File: config.mk
export PLATFORM = sky130hd
export DESIGN_NAME = scrb_config_bank
export DESIGN_NICKNAME = d
export VERILOG_FILES = /design/src/core/scrb_pkg.sv /design/src/core/scrb_config_bank.sv /design/src/core/scrb_interval_timer.sv /design/src/core/scrb_irq_pin.sv
export VERILOG_INCLUDE_DIRS = /design/src /design/src/core
export SDC_FILE = /design/constraint.sdc
export NUM_CORES = 1
export LEC_CHECK = 0
export ABC_AREA = 0
export ABC_CLOCK_PERIOD_IN_PS = 6700
export BUFFER_PORTS_ARGS = -buffer_cell sky130_fd_sc_hd__buf_2
export CAP_MARGIN = 20
export CORE_ASPECT_RATIO = 1.2
export CORE_MARGIN = 2
export CORE_UTILIZATION = 55
export CTS_CLUSTER_SIZE = 14
export DETAILED_ROUTE_END_ITERATION = 10
export PLACE_DENSITY = 0.75
export SLEW_MARGIN = 15
export SYNTH_ARGS = -nofsm -noshare
export SYNTH_HDL_FRONTEND = slang
export SYNTH_SLANG_ARGS = --single-unit
File: constraint.sdc
create_clock -name sys_clk -period 6.7 [get_ports sys_clk]
set_clock_uncertainty 0.2 [all_clocks]
set_input_delay 0.67 -clock sys_clk [delete_from_list [all_inputs] [get_ports sys_clk]]
set_output_delay 0.67 -clock sys_clk [all_outputs]
set_load 0.01 [all_outputs]
File: src/core/scrb_params.svh
// Purpose: Offsets, masks, resets and timing of the sensor configuration bank
// Assumes: Byte-wide register port, 40 MHz sys_clk
// Notes:   Definitions only
`ifndef SCRB_PARAMS_SVH
`define SCRB_PARAMS_SVH

`define SCRB_OFS_FIFO2      8'h18
`define SCRB_OFS_INTCTL     8'h19
`define SCRB_OFS_IFSETUP    8'h1a
`define SCRB_OFS_PWRCTL     8'h1b
`define SCRB_OFS_OSR        8'h1c
`define SCRB_OFS_ODR        8'h1d
`define SCRB_OFS_IIR        8'h1f

`define SCRB_MASK_FIFO2     8'h1f
`define SCRB_MASK_INTCTL    8'h5f
`define SCRB_MASK_IFSETUP   8'h07
`define SCRB_MASK_PWRCTL    8'h33
`define SCRB_MASK_OSR       8'h3f
`define SCRB_MASK_ODR       8'h1f
`define SCRB_MASK_IIR       8'h0e
`define SCRB_RESET_BYTE     8'h00

`define SCRB_ODR_MAX        5'h11
`define SCRB_CLK_PERIOD_NS  25
`define SCRB_WDT_SHORT_NS   1250000
`define SCRB_WDT_LONG_NS    40000000
`define SCRB_BASE_PERIOD_NS 5000000

`endif

File: src/core/scrb_pkg.sv
// Purpose: Types shared by the sensor configuration bank
// Assumes: Nothing
// Notes:   Mode decode follows the two-bit power mode field
package scrb_pkg;

  typedef enum logic [1:0] {
    SCRB_SLEEP,
    SCRB_FORCED,
    SCRB_NORMAL
  } scrb_mode_e;

  function automatic scrb_mode_e scrb_decode_mode(input logic [1:0] code);
    scrb_mode_e m;
    case (code)
      2'h0:    m = SCRB_SLEEP;
      2'h3:    m = SCRB_NORMAL;
      default: m = SCRB_FORCED;
    endcase
    return m;
  endfunction

endpackage

File: src/core/scrb_config_bank.sv
// Purpose: Configuration register bank of a pressure and temperature sensor
// Assumes: Register port and event inputs come from sys_clk logic
// Notes:   Event inputs are single-cycle pulses
// Contract
// Low three bits of fifo_config_second keep one of every 2^n samples.
// Source code 1 picks filtered samples; every other code picks unfiltered.
// interrupt_control bit 0 picks push-pull or open-drain pin drive.
// interrupt_control bit 1 picks low or high asserted pin level.
// interrupt_control bit 2 latches interrupts on pin and in flags.
// interrupt_control bit 3 enables the FIFO threshold interrupt.
// interrupt_control bit 4 enables the FIFO full interrupt.
// interrupt_control bit 6 enables the sample ready interrupt.
// serial_interface_setup bit 0 selects three-wire serial, else four-wire.
// serial_interface_setup bit 1 enables bus watchdog, preset from nonvolatile memory.
// serial_interface_setup bit 2 picks a 1.25 ms or 40 ms timeout.
// power_control bit 0 enables pressure measurement.
// power_control bit 1 enables temperature measurement.
// Mode 00 sleeps, 01 and 10 force one measurement, 11 runs continuously.
// Pressure and temperature oversampling codes 000 to 101 give x1 to x32.
// Rate exponent accepts 0 to 17; larger writes become 17.
// Measurement period is 5 ms times two to the exponent.
// Smoothing code 000 bypasses; others give coefficient 2^code minus one.
// Undefined bits read zero and ignore writes.
`timescale 1ns/1ps
`include "scrb_params.svh"
module scrb_config_bank
  import scrb_pkg::*;
#(
  parameter int BASE_CYCLES      = `SCRB_BASE_PERIOD_NS / `SCRB_CLK_PERIOD_NS,
  parameter int WDT_SHORT_CYCLES = `SCRB_WDT_SHORT_NS / `SCRB_CLK_PERIOD_NS,
  parameter int WDT_LONG_CYCLES  = `SCRB_WDT_LONG_NS / `SCRB_CLK_PERIOD_NS
) (
  input  wire logic       sys_clk,
  input  wire logic       rst,
  input  wire logic       clkEn,
  input  wire logic [7:0] regAddr,
  input  wire logic       regWrEn,
  input  wire logic [7:0] regWrData,
  input  wire logic       regRdEn,
  output logic      [7:0] regRdData,
  output logic            regHit,
  input  wire logic       fifoWatermarkEvt,
  input  wire logic       fifoFullEvt,
  input  wire logic       dataReadyEvt,
  input  wire logic [2:0] intFlagsClr,
  output logic      [2:0] intFlags,
  output logic            irqPinOut,
  output logic            irqPinOe,
  output logic      [2:0] fifoDecimation,
  output logic            fifoFiltered,
  output logic            fifoSampleTake,
  output logic            threeWireSerial,
  input  wire logic       nvmWdtEn,
  input  wire logic       nvmWdtSel,
  input  wire logic       i2cBusy,
  input  wire logic       i2cActivity,
  output logic            wdtTimeout,
  output logic            pressEnable,
  output logic            tempEnable,
  output scrb_mode_e      powerMode,
  input  wire logic       measDone,
  output logic            measStart,
  output logic      [2:0] pressOversample,
  output logic      [2:0] thermalOversample,
  output logic      [4:0] odrExponent,
  output logic            iirBypass,
  output logic      [6:0] iirCoef
);
  localparam int WDT_W = 32;
  localparam int ODR_W = 17;

  if (BASE_CYCLES < 2 || WDT_SHORT_CYCLES < 2 || WDT_LONG_CYCLES < WDT_SHORT_CYCLES)
  begin : g_bad_counts
    $error("scrb_config_bank: unusable timing counts");
  end

  typedef struct packed {
    logic [7:0]       fifo2;
    logic [7:0]       intCtl;
    logic [7:0]       ifSetup;
    logic [7:0]       pwrCtl;
    logic [7:0]       osr;
    logic [7:0]       odr;
    logic [7:0]       iir;
    logic [7:0]       rdData;
    logic [2:0]       flags;
    logic [6:0]       sampleCnt;
    logic             sampleTake;
    logic [ODR_W-1:0] odrCnt;
    logic             measStart;
  } scrb_bank_s;

  scrb_bank_s st_q, st_d;

  logic             baseTick;
  logic             wdtExpire;
  logic             odrWrite;
  logic [2:0]       evtVec;
  logic [2:0]       evtEn;
  logic             latchOn;
  logic [6:0]       decimMask;
  logic [ODR_W-1:0] periodMask;
  logic [WDT_W-1:0] wdtLimit;
  logic [7:0]       wrMasked;
  logic [7:0]       rdMux;

  assign evtVec = {dataReadyEvt, fifoFullEvt, fifoWatermarkEvt};
  assign evtEn = {st_q.intCtl[6], st_q.intCtl[4], st_q.intCtl[3]};
  assign latchOn = st_q.intCtl[2];
  assign odrWrite = regWrEn && regAddr == `SCRB_OFS_ODR;
  assign decimMask = 7'((8'h01 << st_q.fifo2[2:0]) - 8'h01);
  assign periodMask = ODR_W'((18'h00001 << st_q.odr[4:0]) - 18'h00001);
  assign wdtLimit = st_q.ifSetup[2] ? WDT_W'(WDT_LONG_CYCLES)
                                    : WDT_W'(WDT_SHORT_CYCLES);

  always_comb begin
    case (regAddr)
      `SCRB_OFS_FIFO2:   wrMasked = regWrData & `SCRB_MASK_FIFO2;
      `SCRB_OFS_INTCTL:  wrMasked = regWrData & `SCRB_MASK_INTCTL;
      `SCRB_OFS_IFSETUP: wrMasked = regWrData & `SCRB_MASK_IFSETUP;
      `SCRB_OFS_PWRCTL:  wrMasked = regWrData & `SCRB_MASK_PWRCTL;
      `SCRB_OFS_OSR:     wrMasked = regWrData & `SCRB_MASK_OSR;
      `SCRB_OFS_IIR:     wrMasked = regWrData & `SCRB_MASK_IIR;
      default:           wrMasked = regWrData & `SCRB_MASK_ODR;
    endcase
  end

  always_comb begin
    regHit = 1'b1;
    case (regAddr)
      `SCRB_OFS_FIFO2:   rdMux = st_q.fifo2;
      `SCRB_OFS_INTCTL:  rdMux = st_q.intCtl;
      `SCRB_OFS_IFSETUP: rdMux = st_q.ifSetup;
      `SCRB_OFS_PWRCTL:  rdMux = st_q.pwrCtl;
      `SCRB_OFS_OSR:     rdMux = st_q.osr;
      `SCRB_OFS_ODR:     rdMux = st_q.odr;
      `SCRB_OFS_IIR:     rdMux = st_q.iir;
      default: begin
        rdMux = `SCRB_RESET_BYTE;
        regHit = 1'b0;
      end
    endcase
  end

  always_comb begin
    st_d = st_q;
    st_d.measStart = 1'b0;
    st_d.sampleTake = 1'b0;
    if (rst) begin
      st_d = '0;
      st_d.ifSetup[1] = nvmWdtEn;
      st_d.ifSetup[2] = nvmWdtSel;
    end else begin
      if (regRdEn) begin
        st_d.rdData = rdMux;
      end
      if (latchOn) begin
        st_d.flags = (st_q.flags & ~intFlagsClr) | (evtVec & evtEn);
      end else begin
        st_d.flags = evtVec & evtEn;
      end
      if (dataReadyEvt) begin
        st_d.sampleCnt = st_q.sampleCnt + 7'h01;
        st_d.sampleTake = (st_q.sampleCnt & decimMask) == 7'h00;
      end
      if (baseTick) begin
        st_d.odrCnt = st_q.odrCnt + ODR_W'(1);
        if (scrb_decode_mode(st_q.pwrCtl[5:4]) == SCRB_NORMAL
            && (st_q.odrCnt & periodMask) == '0) begin
          st_d.measStart = 1'b1;
        end
      end
      if (measDone && scrb_decode_mode(st_q.pwrCtl[5:4]) == SCRB_FORCED) begin
        st_d.pwrCtl[5:4] = 2'h0;
      end
      if (regWrEn) begin
        case (regAddr)
          `SCRB_OFS_FIFO2: begin
            st_d.fifo2 = wrMasked;
            st_d.sampleCnt = 7'h00;
          end
          `SCRB_OFS_INTCTL:  st_d.intCtl = wrMasked;
          `SCRB_OFS_IFSETUP: st_d.ifSetup = wrMasked;
          `SCRB_OFS_PWRCTL: begin
            st_d.pwrCtl = wrMasked;
            if (scrb_decode_mode(wrMasked[5:4]) == SCRB_FORCED) begin
              st_d.measStart = 1'b1;
            end
          end
          `SCRB_OFS_OSR: st_d.osr = wrMasked;
          `SCRB_OFS_ODR: begin
            st_d.odrCnt = '0;
            if (wrMasked[4:0] > `SCRB_ODR_MAX) begin
              st_d.odr = {3'h0, `SCRB_ODR_MAX};
            end else begin
              st_d.odr = wrMasked;
            end
          end
          `SCRB_OFS_IIR: st_d.iir = wrMasked;
          default: ;
        endcase
      end
    end
  end

  always_ff @(posedge sys_clk) begin
    if (rst || clkEn) begin
      st_q <= st_d;
    end
  end

  scrb_interval_timer #(
    .WIDTH (WDT_W)
  ) u_base_timer (
    .sys_clk (sys_clk),
    .rst     (rst),
    .clkEn   (clkEn),
    .run     (1'b1),
    .restart (odrWrite),
    .limit   (WDT_W'(BASE_CYCLES)),
    .expire  (baseTick)
  );

  scrb_interval_timer #(
    .WIDTH (WDT_W)
  ) u_wdt_timer (
    .sys_clk (sys_clk),
    .rst     (rst),
    .clkEn   (clkEn),
    .run     (st_q.ifSetup[1] && i2cBusy),
    .restart (i2cActivity),
    .limit   (wdtLimit),
    .expire  (wdtExpire)
  );

  scrb_irq_pin u_irq_pin (
    .sys_clk    (sys_clk),
    .rst        (rst),
    .clkEn      (clkEn),
    .irqActive  (|st_q.flags),
    .activeHigh (st_q.intCtl[1]),
    .openDrain  (st_q.intCtl[0]),
    .irqPinOut  (irqPinOut),
    .irqPinOe   (irqPinOe)
  );

  assign regRdData = st_q.rdData;
  assign intFlags = st_q.flags;
  assign fifoDecimation = st_q.fifo2[2:0];
  assign fifoFiltered = st_q.fifo2[4:3] == 2'h1;
  assign fifoSampleTake = st_q.sampleTake;
  assign threeWireSerial = st_q.ifSetup[0];
  assign wdtTimeout = wdtExpire;
  assign pressEnable = st_q.pwrCtl[0];
  assign tempEnable = st_q.pwrCtl[1];
  assign powerMode = scrb_decode_mode(st_q.pwrCtl[5:4]);
  assign measStart = st_q.measStart;
  assign pressOversample = st_q.osr[2:0];
  assign thermalOversample = st_q.osr[5:3];
  assign odrExponent = st_q.odr[4:0];
  assign iirBypass = st_q.iir[3:1] == 3'h0;
  assign iirCoef = 7'((8'h01 << st_q.iir[3:1]) - 8'h01);
endmodule // scrb_config_bank

File: src/core/scrb_interval_timer.sv
// Purpose: Free counter that pulses once every limit cycles while running
// Assumes: limit of at least two
// Notes:   restart or a stopped run clears the count
`timescale 1ns/1ps
module scrb_interval_timer #(
  parameter int WIDTH = 32
) (
  input  wire logic             sys_clk,
  input  wire logic             rst,
  input  wire logic             clkEn,
  input  wire logic             run,
  input  wire logic             restart,
  input  wire logic [WIDTH-1:0] limit,
  output logic                  expire
);
  typedef struct packed {
    logic [WIDTH-1:0] cnt;
    logic             expire;
  } scrb_timer_s;

  scrb_timer_s st_q, st_d;

  if (WIDTH < 2) begin : g_bad_width
    $error("scrb_interval_timer: WIDTH too small");
  end

  always_comb begin
    st_d = st_q;
    st_d.expire = 1'b0;
    if (rst) begin
      st_d = '0;
    end else if (restart || !run) begin
      st_d.cnt = '0;
    end else if (st_q.cnt >= limit - WIDTH'(1)) begin
      st_d.cnt = '0;
      st_d.expire = 1'b1;
    end else begin
      st_d.cnt = st_q.cnt + WIDTH'(1);
    end
  end

  always_ff @(posedge sys_clk) begin
    if (rst || clkEn) begin
      st_q <= st_d;
    end
  end

  assign expire = st_q.expire;
endmodule // scrb_interval_timer

File: src/core/scrb_irq_pin.sv
// Purpose: Interrupt pin driver with polarity and drive selection
// Assumes: irqActive is a logical level from same-clock logic
// Notes:   Open drain only ever pulls low
`timescale 1ns/1ps
module scrb_irq_pin (
  input  wire logic sys_clk,
  input  wire logic rst,
  input  wire logic clkEn,
  input  wire logic irqActive,
  input  wire logic activeHigh,
  input  wire logic openDrain,
  output logic      irqPinOut,
  output logic      irqPinOe
);
  typedef struct packed {
    logic out;
    logic oe;
  } scrb_pin_s;

  scrb_pin_s st_q, st_d;
  logic      level;

  always_comb begin
    level = (irqActive == activeHigh);
    st_d = st_q;
    if (rst) begin
      st_d = '0;
    end else if (openDrain) begin
      st_d.out = 1'b0;
      st_d.oe = !level;
    end else begin
      st_d.out = level;
      st_d.oe = 1'b1;
    end
  end

  always_ff @(posedge sys_clk) begin
    if (rst || clkEn) begin
      st_q <= st_d;
    end
  end

  assign irqPinOut = st_q.out;
  assign irqPinOe = st_q.oe;
endmodule // scrb_irq_pin

# Word-level counts from Yosys, hierarchy flattened
# Cells that the tools add are included.
[word_totals] word_cells=131 register_bits=161 input_bits=32 output_inout_bits=45
[classes] n_reduce_logical=38 eq_ne=14 shift=3 n_addsub=8 muxes=37 n_lt_le_gt_ge=3 bitwise_logic=7
[ops] operator="$mux W72" count=1
[ops] operator="$mux W8" count=9
[ops] operator="$add A32 B1 Y32 const B" count=2
[ops] operator="$eq A8 B5 Y1 const B" count=7
[ops] operator="$mux W56" count=1
[ops] operator="$pmux W8 S7" count=1
[ops] operator="$mux W18" count=2
[ops] operator="$pmux W7 S5" count=1
[ops] operator="$ge A32 B18 Y1 const B" count=1
[ops] operator="$ge A32 B32 Y1" count=1
[ops] operator="$sub A21 B1 Y22 const B" count=1
[ops] operator="$mux W21" count=1
[ops] operator="$mux W7" count=3
[ops] operator="$reduce_and A3 Y1" count=7
[ops] operator="$reduce_bool A2 Y1" count=9
[ops] operator="$add A17 B1 Y17 const B" count=1
[ops] operator="$and A17 B17 Y17" count=1
[ops] operator="$logic_not A17 Y1" count=1
[ops] operator="$mux W17" count=1
[ops] operator="$shl A1 B5 Y17 const A" count=1
[ops] operator="$sub A17 B1 Y17 const B" count=1
[ops] operator="$mux W2" count=7
[ops] operator="$shl A1 B3 Y7 const A" count=2
[ops] operator="$sub A7 B1 Y7 const B" count=2
[ops] operator="23 further kinds" count=46

# Logic depth before layout (Yosys ltp)
[depth] depth_word=12 depth_mapped=11 mapped_depth_nobuf=8

# By module
# Synthesis repeated with hierarchy kept, for this count alone.
[hier_totals] hier_cells=1085 area_unflattened_um2=11128.2
[modules_own_cells] mod="scrb_interval_timer" area_each_um2=3079.2 cells_each=323 seq_area_each_um2=991.0 n_inst=2
[modules_own_cells] mod="scrb_config_bank" area_each_um2=4877.2 cells_each=433 seq_area_each_um2=2582.5 n_inst=1
[modules_own_cells] mod="scrb_irq_pin" area_each_um2=92.6 cells_each=6 seq_area_each_um2=60.1 n_inst=1

# Worst setup path after synthesis
# No wires, ideal clock.
[synth_timing] kind="input -> register" start="in rst" end="reg st_q (netlist bit fifoDecimation[0]) (enable)" setup_slack_ps=3518 stages=3 setup_ps=327 path_buffers=1 arrival_ps=2655 cell_sequence="clkbuf_1 > or2_2 > and2_1"
[synth_via] elab_chain_cells=2
[synth_lines] item="start, declared" line="scrb_config_bank.sv:34" rtl="input wire logic rst,"
[synth_lines] item="$reduce_bool A2 Y1 (no source line) or $logic_or A1 B1 Y1 (tied branches)"
[synth_lines] item="$reduce_and A3 Y1 (no source line) *"
[synth_lines] item="end signal, assigned" line="scrb_config_bank.sv:208" rtl="st_q <= st_d;"
[synth_lines] item="end, declared" line="scrb_config_bank.sv:93" rtl="scrb_bank_s st_q, st_d;"
# Mark *: on every way between the ends. The rest lies on a longest branch, timed or not.
# A chain may end at the register's enable or synchronous reset.

# Worst setup path after layout
[layout_timing] start="reg st_q[38] in the netlist's numbering" end="out iirCoef[4]"
[layout_via] elab_chain_cells=2
[layout_lines] item="$shl A1 B3 Y7" line="scrb_config_bank.sv:262" rtl="assign iirCoef = 7'((8'h01 << st_q.iir[3:1]) - 8'h01);"
[layout_lines] item="$sub A7 B1 Y7" line="scrb_config_bank.sv:262"
[layout_lines] item="end, declared" line="scrb_config_bank.sv:67" rtl="output logic [6:0] iirCoef"
# No other way between the ends.

==> metrics.txt <==
status complete, no violations; Core Region 14350 um^2; Power Total 0.002318 W; EDFF count, synth 154; worst hold stages 3; Pint 0.001763 W; maximum clock insertion buffer count 2; I/O pin count 77; post-route insts no fill 956; final hold violation count 0; Synth Register Bits 154; Leak 3.350 nW; setup ws final 3588 ps; Critical Path Slowest Stage Cell edfxtp_1; Post-DP HPWL 11.36 mm; critical path startpoint st_q[38]$_SDFFCE_PP0P_; GRT Total Usage 0.2178; fin crit share 0.4644; Cell Area, Synth 8030 um^2; DR vias 5650; Die Wd 114.3 um; CTS Buf Count 17; final setup vio count 0; Slew Viols, Final 0; Async S/R FF share, synth 0; clk root buf clkbuf_16; R2R depth 8; sequential fraction of design power 0.516; number of global-route vias before repair 5528; Synth top area share 0.5759; arrival time worst endpoint 2240 ps; Routability Congestion 0.8799; critical path type flop to primary output; # Post-CTS Setup Buffers 0; die height 136.4 um; Yosys cell types 64; Critical Path RT 5830 ps; Critical Path End Type primary output; Min-Delay Startpoint nvmWdtEn; die area 15590 um^2; Routed WL per cell 17.24 um; GRT overflow 0; initial antenna violation count 1; n_diodes 0; Clock power frac 0.401; Seq/Total Area, Yosys 0.5759; H-tree depth 4; First-pass DRT Iterations 5; worst skew pair latency 430 ps; Startpoint Class flop; Synthesis Warnings 0; Worst Max-Slew Pin Slew 770.9 ps; largest cells by area after synthesis edfxtp_1 (58%), nor2_1 (4.3%), xnor2_1 (3.5%); VDD IR-drop max 0.1846 mV; Final Critical Period 3112 ps; total net switching power 0.0005553 W; Pwr Density 257.6 nW/um^2; cts hold-fix bufs 0; Comb pwr share 0.083; CTS resizes 0; starting density of the core 0.5594; Sink Count 154; placed cells 923; largest area contributor in the netlist edfxtp_1; fmax 321.4 MHz; layout cells sized above 1 0.1703; top cells by count, synth edfxtp_1 (154), nor2_1 (92), nand2_1 (49); CTS clk-pin slew, worst paths 60 ps; Post-Route WL 16.49 mm; CTS tree yes; CP Cell Sequence or3_1 -> ha_1 -> nor3_1 -> a21oi_1 -> o21ai_0 -> buf_2; Final nets 817; Slew headroom 0.4861; unrepaired setup endpoints after global routing no; final core occ 0.6271; Crit path largest cell delay 500 ps; Port Buffers 75; row count 48; top_reg_cell synth edfxtp_1; dpl ws 3256 ps; DRT antenna net count 0; Hold Crit Class input pin to flop; first-pass GRT wire length 26.28 mm; Vias/cell 5.910; Area Overhead vs Synth 12.09%; R2R Path Start odrExponent[2]$_SDFFCE_PP0P_; sw frac 0.2395; syn_area_per_cell 11.46 um^2; Post-Syn Instances 701; DRC 0; drt initial violations 475; largest net degree at the start of global routing 64; max-cap violations 0; critical-path maximum fanout 7; most frequent cell after synthesis edfxtp_1; setup_tns 0 ps
final cells by class:
cell class,instances,area (um^2)
clock buffer,18,429.2
multi-input combinational,494,3100
tap,175,219.0
sequential,154,4624
timing repair buffer,77,390.4
clock inverter,14,147.6
inverter,24,90.09
fill,1122,5353
power by group through the flow:
stage	logic, W	clock network [W]	registers [W]
final	0.000192	0.000930	0.00120
after detailed placement	0.000191	0	0.00121
after CTS	0.000192	0.000945	0.00119
after global routing	0.000214	0.000986	0.00120
after global placement	0.000184	0	0.00121
after floorplan	0.000154	0	0.00119
kinds of logic (layout without fill, tap and decap cells):
logic type | after synthesis | count (layout) | share of synthesized area
multiplexers | 14 | 14 | 0.01745
adder cells (fa/ha/maj) | 17 | 17 | 0.02649
other | 1 | 28 | 0.0004670
AO/OA/AOI/OAI | 102 | 102 | 0.09162
AND/OR/NAND/NOR | 273 | 273 | 0.1717
XOR/XNOR | 60 | 60 | 0.06544
flip-flops | 154 | 154 | 0.5759
buffers and inverters | 80 | 133 | 0.05095
per-stage QoR:
stage	hold WS, ps	instance area [um^2]
floorplan	326.3	8132
global placement	371.7	8417
detailed placement	384.4	8417
CTS	319.1	8994
global route	358.4	9001
finish	334.4	9001
critical path, delay by kind of cell (launching register included):
family | cells | cell delay, ps
AOI/OAI and AO/OA | 2 | 230
adders and majority gates | 1 | 300
buffers and inverters | 1 | 150
DFF | 1 | 500
and+or+nand+nor | 2 | 630
sequential cells by signal, indices dropped and copies added (netlist names), 3 cells and up:
name,flops
u_base_timer.st_q,32
fifoDecimation,3
thermalOversample,3
u_wdt_timer.st_q,32
intFlags,3
regRdData,8
pressOversample,3
evtEn,3
odrExponent,5
st_q,52
final timing paths:
kind	endpoint	slack, ps
min	st_q[70]$_DFFE_PP_	330
min reg2reg	u_wdt_timer.st_q[22]$_SDFFCE_PP0P_	390
max reg2reg	measStart$_SDFFCE_PP0P_	3690
max	iirCoef[4]	3590
placed cells by master (no fill, tap or decap), types with 10 or more instances in the layout:
cell type	Yosys	routed
nand2_1	49	49
ha_1	17	17
nor4_1	11	11
a21oi_1	25	25
xor2_1	28	28
conb_1	1	28
nor2_1	92	92
nor3_1	15	15
nor2_2	10	10
o21ai_0	14	14
edfxtp_1	154	154
mux2i_1	14	14
nand4_1	16	16
xnor2_1	32	32
nand3_1	30	30
inv_1	24	24
buf_2	6	75
clkbuf_16	0	17
per-layer routing:
metal  vias to the layer above  GRT usage  wire [um]
li1                       2676          -          -
met1                      2737     0.2663       6842
met2                       199     0.3568       8240
met3                        36    0.05573       1007
met4                         2     0.1131        384
met5                         -          0         12
(Power assumes the default switching activity.)
